==> src/hw/rtcc_pkg.sv <==
// Operation
// - interrupts go out as controller request lines
// - deep wake only with slow clock source
// - time register holds BCD digits by field
// - bit 22 marks afternoon
// - time clears on reset unless bypass set
// - date loads 2101 on reset unless bypass
// - calendar writes only unlocked and in init
// - date register holds BCD fields by layout
// - bit 23 enables calibration output
// - select field routes alarm flag to pin
// - bit 20 inverts alarm pin
// - bit 19 picks 512 Hz or 1 Hz
// - minus one hour at next second, nonzero
// - plus one hour at next second
// - bits 15 and 12 gate stamp and alarm requests
// - bits 11 and 8 enable stamp and alarm
// - bit 6 picks 12 hour, init only
// - bit 5 reads live calendar not shadow
// - bit 4 reference detect, init only
// - bit 3 picks stamp input edge
// - alarm pin follows alarm flag when selected, xor bit 20
// - stamp captures calendar on first event only
package rtcc_pkg;

    ////////////////////////////////////////////////////////////////////////////////
    // register map
    localparam logic [7:0]  TIME_OFS    = 8'h00;
    localparam logic [7:0]  DATE_OFS    = 8'h04;
    localparam logic [7:0]  CTRL_OFS    = 8'h08;
    localparam logic [7:0]  STAT_OFS    = 8'h0c;
    localparam logic [7:0]  STAMP_T_OFS = 8'h10;
    localparam logic [7:0]  STAMP_D_OFS = 8'h14;
    localparam logic [7:0]  ALARM_OFS   = 8'h18;
    localparam logic [7:0]  KEY_OFS     = 8'h1c;

    localparam logic [31:0] TIME_RST    = 32'h0000_0000;
    localparam logic [31:0] DATE_RST    = 32'h0000_2101;
    localparam logic [31:0] CTRL_RST    = 32'h0000_0000;
    localparam logic [31:0] TIME_MASK   = 32'h007f_7f7f;
    localparam logic [31:0] DATE_MASK   = 32'h00ff_ff3f;
    localparam logic [31:0] CTRL_MASK   = 32'h00ff_9978;
    localparam logic [31:0] KEY_OPEN    = 32'h0000_00ca;

    // control bit positions
    localparam int CAL_OUT_EN    = 23;
    localparam int PIN_SEL_HI    = 22;
    localparam int PIN_SEL_LO    = 21;
    localparam int PIN_INV       = 20;
    localparam int CAL_RATE      = 19;
    localparam int HOUR_MINUS    = 17;
    localparam int HOUR_PLUS     = 16;
    localparam int STAMP_IRQ_EN  = 15;
    localparam int ALARM_IRQ_EN  = 12;
    localparam int STAMP_FN_EN   = 11;
    localparam int ALARM_FN_EN   = 8;
    localparam int TWELVE_HOUR   = 6;
    localparam int SHADOW_BYP    = 5;
    localparam int REF_DET_EN    = 4;
    localparam int STAMP_EDGE    = 3;
    // status bit positions
    localparam int ST_INTR1      = 14;
    localparam int ST_INTR0      = 13;
    localparam int ST_STAMP      = 11;
    localparam int ST_ALARM      = 8;
    localparam int ST_INIT_REQ   = 7;
    localparam int ST_INIT_FLAG  = 6;
    localparam logic [31:0] STAT_W0C = 32'h0000_6900;

    // calibration output dividers on the tick clock
    localparam int CAL_FAST_DIV  = 64;
    localparam int TICK_HZ       = 32768;

    typedef struct packed {
        logic [7:0]  addr;
        logic [31:0] wdata;
        logic        wr;
        logic        rd;
    } rtcc_bus_type;

    typedef struct packed {
        logic [31:0] time_live;
        logic [31:0] date_live;
        logic [31:0] time_shadow;
        logic [31:0] date_shadow;
        logic [31:0] ctrl;
        logic [31:0] stat;
        logic [31:0] stamp_time;
        logic [31:0] stamp_date;
        logic [31:0] alarm_time;
        logic        unlocked;
        logic        adj_minus;
        logic        adj_plus;
        logic        stamp_prev;
        logic [15:0] cal_cnt;
        logic        cal_out;
        logic        alarm_pin;
        logic        alarm_irq;
        logic        stamp_irq;
        logic        intr_irq;
        logic        wake;
        logic [31:0] rdata;
    } rtcc_state_type;

endpackage

==> src/hw/rtcc_regs.sv <==
// Implementation choice: the strobed register port.
`timescale 1ns/1ps
module rtcc_regs (
    input  wire logic                   clk_i,
    input  wire logic                   nrst_i,
    input  wire logic                   bkp_nrst_i,
    input  wire rtcc_pkg::rtcc_bus_type bus_i,
    input  wire logic                   sec_tick_i,
    input  wire logic                   cal_tick_i,
    input  wire logic                   stamp_pin_i,
    input  wire logic                   intr0_evt_i,
    input  wire logic                   intr1_evt_i,
    input  wire logic                   slow_clk_src_i,
    input  wire logic                   deep_sleep_i,
    output logic [31:0]                 rdata_o,
    output logic                        cal_out_o,
    output logic                        alarm_pin_o,
    output logic                        alarm_irq_o,
    output logic                        stamp_irq_o,
    output logic                        intr_irq_o,
    output logic                        wake_o
);
    import rtcc_pkg::*;

    rtcc_state_type r;
    rtcc_state_type next_r;
    logic           sys_rst_pend;

    ////////////////////////////////////////////////////////////////////////////////
    // bcd helpers
    function automatic logic [7:0] bcd_inc(input logic [7:0] v);
        bcd_inc = (v[3:0] == 4'h9) ? {v[7:4] + 4'h1, 4'h0} : {v[7:4], v[3:0] + 4'h1};
    endfunction

    function automatic logic [7:0] bcd_dec(input logic [7:0] v);
        bcd_dec = (v[3:0] == 4'h0) ? {v[7:4] - 4'h1, 4'h9} : {v[7:4], v[3:0] - 4'h1};
    endfunction

    // last day of month, BCD month and year
    function automatic logic [7:0] month_end(input logic [7:0] m, input logic [7:0] y);
        logic leap;
        leap = (((y[7:4] % 4'h2) == 4'h0) && (y[3:0] % 4'h4 == 4'h0))
            || ((y[7:4] % 4'h2 == 4'h1) && (y[3:0] % 4'h4 == 4'h2));
        case (m)
            8'h02:   month_end = leap ? 8'h29 : 8'h28;
            8'h04, 8'h06, 8'h09, 8'h11: month_end = 8'h30;
            default: month_end = 8'h31;
        endcase
    endfunction

    ////////////////////////////////////////////////////////////////////////////////
    // next state
    always_comb begin
        logic [7:0] sec;
        logic [7:0] min;
        logic [7:0] hr;
        logic [7:0] day;
        logic [7:0] mon;
        logic [7:0] yr;
        logic [2:0] wd;
        logic       pm;
        logic       twelve;
        logic       init;
        logic       day_over;
        logic       stamp_edge;
        next_r = r;
        init   = r.stat[ST_INIT_FLAG];
        twelve = r.ctrl[TWELVE_HOUR];
        sec = {1'b0, r.time_live[6:0]};
        min = {1'b0, r.time_live[14:8]};
        hr  = {2'b00, r.time_live[21:16]};
        pm  = r.time_live[22];
        yr  = r.date_live[23:16];
        wd  = r.date_live[15:13];
        mon = {3'b000, r.date_live[12:8]};
        day = {2'b00, r.date_live[5:0]};
        day_over = 1'b0;
        stamp_edge = 1'b0;

        // calendar advance, stopped while in init state
        if (sec_tick_i && !init) begin
            if (sec == 8'h59) begin
                sec = 8'h00;
                if (min == 8'h59) begin
                    min = 8'h00;
                    if (twelve) begin
                        if (hr == 8'h11) begin
                            hr = 8'h12;
                            pm = ~pm;
                            day_over = ~pm;
                        end else if (hr == 8'h12) begin
                            hr = 8'h01;
                        end else begin
                            hr = bcd_inc(hr);
                        end
                    end else if (hr == 8'h23) begin
                        hr = 8'h00;
                        day_over = 1'b1;
                    end else begin
                        hr = bcd_inc(hr);
                    end
                end else begin
                    min = bcd_inc(min);
                end
            end else begin
                sec = bcd_inc(sec);
            end
            // hour adjust at seconds change
            if (r.adj_plus) begin
                if (!twelve && hr == 8'h23) hr = 8'h00;
                else if (twelve && hr == 8'h12) hr = 8'h01;
                else if (twelve && hr == 8'h11) begin
                    hr = 8'h12;
                    pm = ~pm;
                end else hr = bcd_inc(hr);
                next_r.adj_plus = 1'b0;
            end
            if (r.adj_minus) begin
                if (hr != 8'h00) begin
                    if (twelve && hr == 8'h01) hr = 8'h12;
                    else if (twelve && hr == 8'h12) begin
                        hr = 8'h11;
                        pm = ~pm;
                    end else hr = bcd_dec(hr);
                end
                next_r.adj_minus = 1'b0;
            end
            if (day_over) begin
                wd = (wd == 3'h7) ? 3'h1 : wd + 3'h1;
                if (day == month_end(mon, yr)) begin
                    day = 8'h01;
                    if (mon == 8'h12) begin
                        mon = 8'h01;
                        yr  = (yr == 8'h99) ? 8'h00 : bcd_inc(yr);
                    end else begin
                        mon = bcd_inc(mon);
                    end
                end else begin
                    day = bcd_inc(day);
                end
            end
            next_r.time_live = {9'h000, pm, hr[5:0], 1'b0, min[6:0], 1'b0, sec[6:0]};
            next_r.date_live = {8'h00, yr, wd, mon[4:0], 2'b00, day[5:0]};
            next_r.time_shadow = next_r.time_live;
            next_r.date_shadow = next_r.date_live;
        end

        // alarm compare on time fields
        if (r.ctrl[ALARM_FN_EN] && sec_tick_i && !init
            && ((next_r.time_live & TIME_MASK) == (r.alarm_time & TIME_MASK)))
            next_r.stat[ST_ALARM] = 1'b1;

        // time-stamp edge detect and first-event capture
        stamp_edge = r.ctrl[STAMP_EDGE] ? (r.stamp_prev && !stamp_pin_i)
                                         : (!r.stamp_prev && stamp_pin_i);
        next_r.stamp_prev = stamp_pin_i;
        if (intr0_evt_i) next_r.stat[ST_INTR0] = 1'b1;
        if (intr1_evt_i) next_r.stat[ST_INTR1] = 1'b1;

        // register writes; hardware sets below take priority
        if (bus_i.wr) begin
            unique case (bus_i.addr)
                TIME_OFS: if (r.unlocked && init) begin
                    next_r.time_live = bus_i.wdata & TIME_MASK;
                    next_r.time_shadow = bus_i.wdata & TIME_MASK;
                end
                DATE_OFS: if (r.unlocked && init) begin
                    next_r.date_live = bus_i.wdata & DATE_MASK;
                    next_r.date_shadow = bus_i.wdata & DATE_MASK;
                end
                CTRL_OFS: if (r.unlocked) begin
                    next_r.ctrl = bus_i.wdata & CTRL_MASK;
                    next_r.ctrl[HOUR_PLUS] = 1'b0;
                    next_r.ctrl[HOUR_MINUS] = 1'b0;
                    if (bus_i.wdata[HOUR_PLUS]) next_r.adj_plus = 1'b1;
                    if (bus_i.wdata[HOUR_MINUS]) next_r.adj_minus = 1'b1;
                    if (!init) begin
                        next_r.ctrl[TWELVE_HOUR] = r.ctrl[TWELVE_HOUR];
                        next_r.ctrl[REF_DET_EN] = r.ctrl[REF_DET_EN];
                    end
                end
                STAT_OFS: begin
                    next_r.stat = r.stat & (bus_i.wdata | ~STAT_W0C);
                    if (r.unlocked) begin
                        next_r.stat[ST_INIT_REQ] = bus_i.wdata[ST_INIT_REQ];
                    end
                end
                ALARM_OFS: if (r.unlocked) next_r.alarm_time = bus_i.wdata & TIME_MASK;
                KEY_OFS: next_r.unlocked = (bus_i.wdata == KEY_OPEN);
                default: ;
            endcase
        end
        next_r.stat[ST_INIT_FLAG] = next_r.stat[ST_INIT_REQ];
        if (r.ctrl[ALARM_FN_EN] && sec_tick_i && !init
            && ((next_r.time_live & TIME_MASK) == (r.alarm_time & TIME_MASK)))
            next_r.stat[ST_ALARM] = 1'b1;
        if (intr0_evt_i) next_r.stat[ST_INTR0] = 1'b1;
        if (intr1_evt_i) next_r.stat[ST_INTR1] = 1'b1;
        if (r.ctrl[STAMP_FN_EN] && stamp_edge) begin
            if (!r.stat[ST_STAMP]) begin
                next_r.stamp_time = r.time_live;
                next_r.stamp_date = r.date_live;
            end
            next_r.stat[ST_STAMP] = 1'b1;
        end

        // calibration clock from the prescaler tick
        if (cal_tick_i) begin
            next_r.cal_cnt = (r.cal_cnt == 16'(TICK_HZ - 1)) ? 16'h0000 : r.cal_cnt + 16'h0001;
        end
        next_r.cal_out = r.ctrl[CAL_OUT_EN] && (r.ctrl[CAL_RATE]
                         ? (r.cal_cnt < 16'(TICK_HZ / 2))
                         : (r.cal_cnt[5:0] < 6'(CAL_FAST_DIV / 2)));

        // alarm pin, follows flag when selected, xor the invert bit
        next_r.alarm_pin = (r.ctrl[PIN_SEL_HI:PIN_SEL_LO] == 2'b01)
                           && (next_r.stat[ST_ALARM] ^ r.ctrl[PIN_INV]);

        // request lines to the external interrupt controller
        next_r.alarm_irq = next_r.stat[ST_ALARM] && r.ctrl[ALARM_IRQ_EN];
        next_r.stamp_irq = next_r.stat[ST_STAMP] && r.ctrl[STAMP_IRQ_EN];
        next_r.intr_irq  = next_r.stat[ST_INTR0] || next_r.stat[ST_INTR1];
        next_r.wake = (next_r.alarm_irq || next_r.stamp_irq || next_r.intr_irq)
                      && (slow_clk_src_i || !deep_sleep_i);

        // read data, one cycle after the strobe
        next_r.rdata = 32'h0000_0000;
        if (bus_i.rd) begin
            unique case (bus_i.addr)
                TIME_OFS:    next_r.rdata = r.ctrl[SHADOW_BYP] ? r.time_live : r.time_shadow;
                DATE_OFS:    next_r.rdata = r.ctrl[SHADOW_BYP] ? r.date_live : r.date_shadow;
                CTRL_OFS:    next_r.rdata = r.ctrl;
                STAT_OFS:    next_r.rdata = r.stat;
                STAMP_T_OFS: next_r.rdata = r.stamp_time;
                STAMP_D_OFS: next_r.rdata = r.stamp_date;
                ALARM_OFS:   next_r.rdata = r.alarm_time;
                default:     next_r.rdata = 32'h0000_0000;
            endcase
        end

        // system reset: calendar only reloads without bypass
        if (sys_rst_pend) begin
            next_r.stat[ST_INIT_REQ] = 1'b0;
            next_r.stat[ST_INIT_FLAG] = 1'b0;
            next_r.unlocked = 1'b0;
            if (!r.ctrl[SHADOW_BYP]) begin
                next_r.time_live = TIME_RST;
                next_r.time_shadow = TIME_RST;
                next_r.date_live = DATE_RST;
                next_r.date_shadow = DATE_RST;
            end
        end
    end

    ////////////////////////////////////////////////////////////////////////////////
    // system reset seen as a pending action, held through reset and until the first edge after release
    always_ff @(posedge clk_i or negedge nrst_i) begin
        if (!nrst_i) sys_rst_pend <= 1'b1;
        else         sys_rst_pend <= 1'b0;
    end

    // state register, backup-domain reset clears all but the date, which loads DATE_RST
    always_ff @(posedge clk_i or negedge bkp_nrst_i) begin
        if (!bkp_nrst_i) begin
            r <= '0;
            r.date_live <= DATE_RST;
            r.date_shadow <= DATE_RST;
        end else begin
            r <= next_r;
        end
    end

    assign rdata_o     = r.rdata;
    assign cal_out_o   = r.cal_out;
    assign alarm_pin_o = r.alarm_pin;
    assign alarm_irq_o = r.alarm_irq;
    assign stamp_irq_o = r.stamp_irq;
    assign intr_irq_o  = r.intr_irq;
    assign wake_o      = r.wake;
endmodule

==> config.mk <==
export PLATFORM = sky130hd
export DESIGN_NAME = rtcc_regs
export DESIGN_NICKNAME = d
export VERILOG_FILES = /design/src/hw/rtcc_pkg.sv /design/src/hw/rtcc_regs.sv
export SDC_FILE = /design/constraint.sdc
export NUM_CORES = 1
export LEC_CHECK = 0
export BUFFER_PORTS_ARGS = -buffer_cell sky130_fd_sc_hd__buf_2
export CAP_MARGIN = 20
export CORE_MARGIN = 2
export CORE_UTILIZATION = 45
export DETAILED_ROUTE_END_ITERATION = 6
export MAX_ROUTING_LAYER = met4
export PLACE_DENSITY_LB_ADDON = 0.1
export SYNTH_ARGS = -nofsm -noshare
export SYNTH_HDL_FRONTEND = slang
export SYNTH_SLANG_ARGS = --single-unit
==> constraint.sdc <==
create_clock -name clk_i -period 8.6 [get_ports clk_i]
set_input_delay 0 -clock clk_i [delete_from_list [all_inputs] [get_ports clk_i]]
set_output_delay 0 -clock clk_i [all_outputs]
set_load 0.005 [all_outputs]
After elaboration in Yosys (flattened, before gate mapping) --
Cells that the tools add are included. W data, S select, Z words.
Operators by class: $add $sub $neg 18, $lt $le $gt $ge 2, equality and inequality tests 39, muxes and demuxes 103, bitwise logic cells 6, reductions and logical operators 45
Operator list (count):
- $mux W32 | 13
- $mux W128 | 3
- $pmux W32 S7 | 1
- $mux W192 | 1
- $mux W8 | 17
- $mux W7 | 9
- $eq A8 B5 Y1 const B | 7
- $mux W6 | 8
- $eq A21 B21 Y1 | 2
- $mux W1 | 37
- $add A4 B1 Y4 const B | 9
- $and A32 B32 Y32 | 1
- $eq A32 B8 Y1 const B | 1
- $eq A4 B4 Y1 const B | 7
- $mux W24 | 1
- $logic_and A1 B1 Y1 | 21
- $mux W5 | 4
- $add A16 B1 Y16 const B | 1
- $eq A16 B15 Y1 const B | 1
- $eq A8 B4 Y1 const B | 2
- $lt A16 B15 Y1 const B | 1
- $mux W16 | 1
- $eq A7 B7 Y1 const B | 2
- $eq A6 B5 Y1 const B | 2
- 35 further kinds | 61
Storage, ports and cells: flip-flop bits (word level) 318, bits of input ports 52, output and inout bits 38, logic and storage cells 237

Logic depth before layout (Yosys ltp) --
word-level depth 34, depth in mapped cells 29, gate-level depth less buffers 26

Worst setup path before layout --
OpenSTA, ideal clock, no wires.
path kind register -> register, start register r[323] (netlist bit), end register r (netlist bit alarm_pin_o), arrival time 5375 ps, required time 8500 ps, path slack 3124 ps, stages on the path, launching flop included 28, clock period less this slack 5476 ps, path through dfrtp_1 -> inv_1 -> ha_1 -> and3b_1 -> buf_2 -> and4_1 -> buf_6 -> buf_6 -> o21ai_0 -> a32oi_1 -> ha_1 -> nand2_1 -> o32ai_1 -> mux2_2 -> a21oi_1 -> o311ai_2 -> ha_1 -> a22oi_1 -> nor2b_1 -> nand2_1 -> a21oi_1 -> o211a_1 -> a211o_1 -> nand4_1 -> or4_1 -> o31ai_2 -> nor3_1 -> nor4bb_1
RTL lines:
- from (decl) | line rtcc_regs.sv:25 | rtcc_state_type r;
- from (signal assigned) | line rtcc_regs.sv:269 | r <= next_r;

==> impl_metrics.tcl <==
set metrics [dict create \
    status "completed" \
    routed_wl_mm 54.9 \
    final_common_cell "dfrtp_1" \
    grt_pass1_vias 13300 \
    yosysWarnings 0 \
    place_hpwl_mm 36.4 \
    seq_area_frac_synth_pct 43.9 \
    clk_path_buf_depth 3 \
    ir_drop_mv 0.136 \
    synth.avg_cell_area_sq_um 9.90 \
    syn_nets 1758 \
    powerDensity_nw_per_um2 168 \
    core_sq_um 36500 \
    drive_gt1_share_pct 20.1 \
    cts_sinks 291 \
    timing.final.crit_share_pct 80.1 \
    critPathLaunchType "register" \
    grt_pass1_wl_mm 83.7 \
    drtPass1Iterations 6 \
    timing.final.crit_period_ns 6.88 \
    hold_viol 0 \
    reg2reg_slack_ns 1.72 \
    die_w_um 196 \
    critPathKind "reg -> reg" \
    die-area_sq_um 38500 \
    end_kind "register" \
    diodes 0 \
    clk_pin_slew_ns 0.06 \
    fin_util_pct 51.0 \
    post_cts_buffers 0 \
    syn_inst 1678 \
    overflow 0 \
    maxSlewViolCount 0 \
    most-common-layout-cells "dfrtp_1 (283), nor2_1 (135), a21oi_1 (130), mux2_2 (121), nand2_1 (105)" \
    numCtsBuffers 35 \
    grt_start_max_net_pins 110 \
    crit_arrival_ns 7.33 \
    fillCellCount 3367 \
    drtIter0Drc 1223 \
    synth_top_area_share_pct 42.8 \
    final_nets 1795 \
    wl_per_cell_um 24.9 \
    cts_max_level 2 \
    synth_ff_type "dfrtp_1" \
    pwr-share-comb_pct 8.7 \
    worst_pin_slew_ns 1.13 \
    worstHoldPathType "in -> reg" \
    path_max_fanout 13 \
    grt_use_total_pct 29.6 \
    root_buffer "clkbuf_16" \
    fin_tns_setup_ns 0 \
    p_int_mw 2.32 \
    p_switching_mw 0.801 \
    cellLeakagePower_nw 8.10 \
    antenna_found_initial 1 \
    yosys-top-cells-area "dfrtp_1 (43%), mux2_2 (8.2%), a21oi_1 (3.9%), nor2_1 (3.2%), nand2_1 (2.4%)" \
    io_pins 90 \
    vias_per_cell 6.23 \
    synth-seq-cells 291 \
    seqCellArea_sq_um 7290 \
    yosysTopAreaCell "dfrtp_1" \
    io_buffers 89 \
    synth_area_sq_um 16600 \
    multi_input_area_sq_um 8490 \
    synth_edf_count 0 \
    postRouteAntennaNets 0 \
    setup_viol 0 \
    p_seq_share_pct 45.9 \
    start_util_pct 45.5 \
    cts_tree "built" \
    drcViolationCount 0 \
    num_rows 70 \
    ys_types 104 \
    fin_worst_skew_ns 0.0199 \
    fmax_ghz 0.145 \
    vias 13700 \
    ctsResizeCount 0 \
    drv_cap 0 \
    required_ns 9.04 \
    async_flop_share_pct 100 \
    die_h_um 196 \
    netSwitchingFraction_pct 25.6 \
    layout-area-overhead-vs-synth_pct 12.1 \
    p_clk_share_pct 45.4 \
    rsz0062_at_grt "false" \
    gp_congestion 0.964 \
    clk_latency_ns 0.54 \
    slew_headroom_pct 24.2 \
]
[worst max-delay path, stage by stage (launching register included)]
cell and delay, ns:
dfrtp_1 0.47, ha_1 0.28, and3b_1 0.47, and4_1 0.65, o21ai_0 0.20, a32oi_1 0.30, ha_1 0.23, nand2_1 0.10
o32ai_1 0.25, mux2_2 0.24, a21oi_1 0.06, o311ai_2 0.53, ha_1 0.41, a22oi_1 0.15, nor2b_1 0.19, nand2_1 0.07
a21oi_1 0.32, o211a_1 0.29, a211o_1 0.14, nand4_1 0.09, or4_1 0.56, o31ai_2 0.40, nor3_1 0.10, nor4bb_1 0.26
[cell families after synthesis]
group                      share of synthesized area [%]
AOI/OAI and AO/OA                                   17.8
xor gates and xnor gates                            3.71
muxes                                               11.1
DFF                                                 43.9
other                                             0.0226
adders and majority gates                           2.11
buffers and inverters                               5.49
and+or+nand+nor                                     15.9
[power by group through the flow]
stage	sequential [mW]	combinational [mW]	clock [mW]
final	1.43	0.273	1.42
after global placement	1.46	0.257	0
after CTS	1.43	0.272	1.45
after global routing	1.44	0.300	1.50
after detailed placement	1.46	0.259	0
after floorplan	1.44	0.155	0
[Yosys cell counts (all sizes together), types with 4 or more instances]
| cell | count |
|---|---|
| o21a | 5 |
| a222oi | 26 |
| nor3 | 31 |
| a211oi | 22 |
| or4 | 7 |
| a21oi | 131 |
| clkbuf | 87 |
| nand2 | 106 |
| a221oi | 32 |
| and2 | 58 |
| and4 | 6 |
| nor4 | 17 |
| nor3b | 4 |
| nand3b | 7 |
| o31ai | 8 |
| or3 | 8 |
| o21ai | 80 |
| a31oi | 9 |
| a22oi | 20 |
| ha | 28 |
| dfrtp | 284 |
| o22ai | 15 |
| a22o | 7 |
| inv | 32 |
| buf | 70 |
| a21boi | 13 |
| or2 | 8 |
| mux2 | 122 |
| nor2 | 143 |
| mux2i | 43 |
| nand3 | 26 |
| nand4 | 18 |
| o2111ai | 7 |
| nor4b | 7 |
| nor2b | 18 |
| xnor2 | 42 |
| dfstp | 7 |
| and3 | 13 |
| o211ai | 14 |
| xor2 | 25 |
| nand2b | 12 |
| a21o | 4 |
[path summary, 6_finish.rpt]
path,start,endpoint,depth (start not counted)
min,bus_i[0],rdata_o[2],2
max reg2reg,r[314],alarm_pin_o,23
max in group asynchronous,bkp_nrst_i,r[191],3
min reg2reg,r[208],alarm_pin_o,1
min in group asynchronous,bkp_nrst_i,rdata_o[14],2
max,r[314],alarm_pin_o,23
[registers in the layout, summed over array words and instances (netlist names)]
| name | count |
|---|---|
| alarm_irq_o | 1 |
| alarm_pin_o | 1 |
| cal_out_o | 1 |
| intr_irq_o | 1 |
| r | 252 |
| rdata_o | 32 |
| stamp_irq_o | 1 |
| sys_rst_pend | 1 |
| wake_o | 1 |
[routing by layer]
layer / up-vias / part of all wire (%) / global-route usage [%]
met5: - / 0 / -
met4: 0 / 3.7 / 10.1
met1: 6941 / 45 / 40.5
met3: 121 / 6.6 / 5.02
li1: 6165 / - / -
met2: 514 / 45 / 44.8
[area by class of cell]
cell class	count	area share, %
multi-input combinational	1198	45.6
inverter	32	0.645
timing repair buffer	157	5.75
clock buffer	52	5.54
sequential	291	39.1
clock inverter	8	0.235
tap	468	3.14
[stage by stage]
step / total power [mW] / setup WS (ns) / instance area, sq um / cells / hold WS [ns]
after CTS: 3.16 / 1.76 / 18600 / 2206 / 0.0116
after detailed placement: 1.72 / 1.76 / 17100 / 2104 / -0.0444
after global routing: 3.24 / 1.16 / 18600 / 2206 / 0.0160
after global placement: 1.71 / 2.00 / 17100 / 2104 / -0.0466
after floorplan: 1.60 / 3.12 / 16600 / 1678 / -0.296
final: 3.12 / 1.72 / 18600 / 2206 / 0.0282
[what timing repair did]
action                                  4_1_cts  5_1_grt
hold buffers                                 42        0
hold endpoints to repair                    236        0
endpoints found under the setup margin        0        0
No activity file was read; power rests on OpenSTA's default activity.
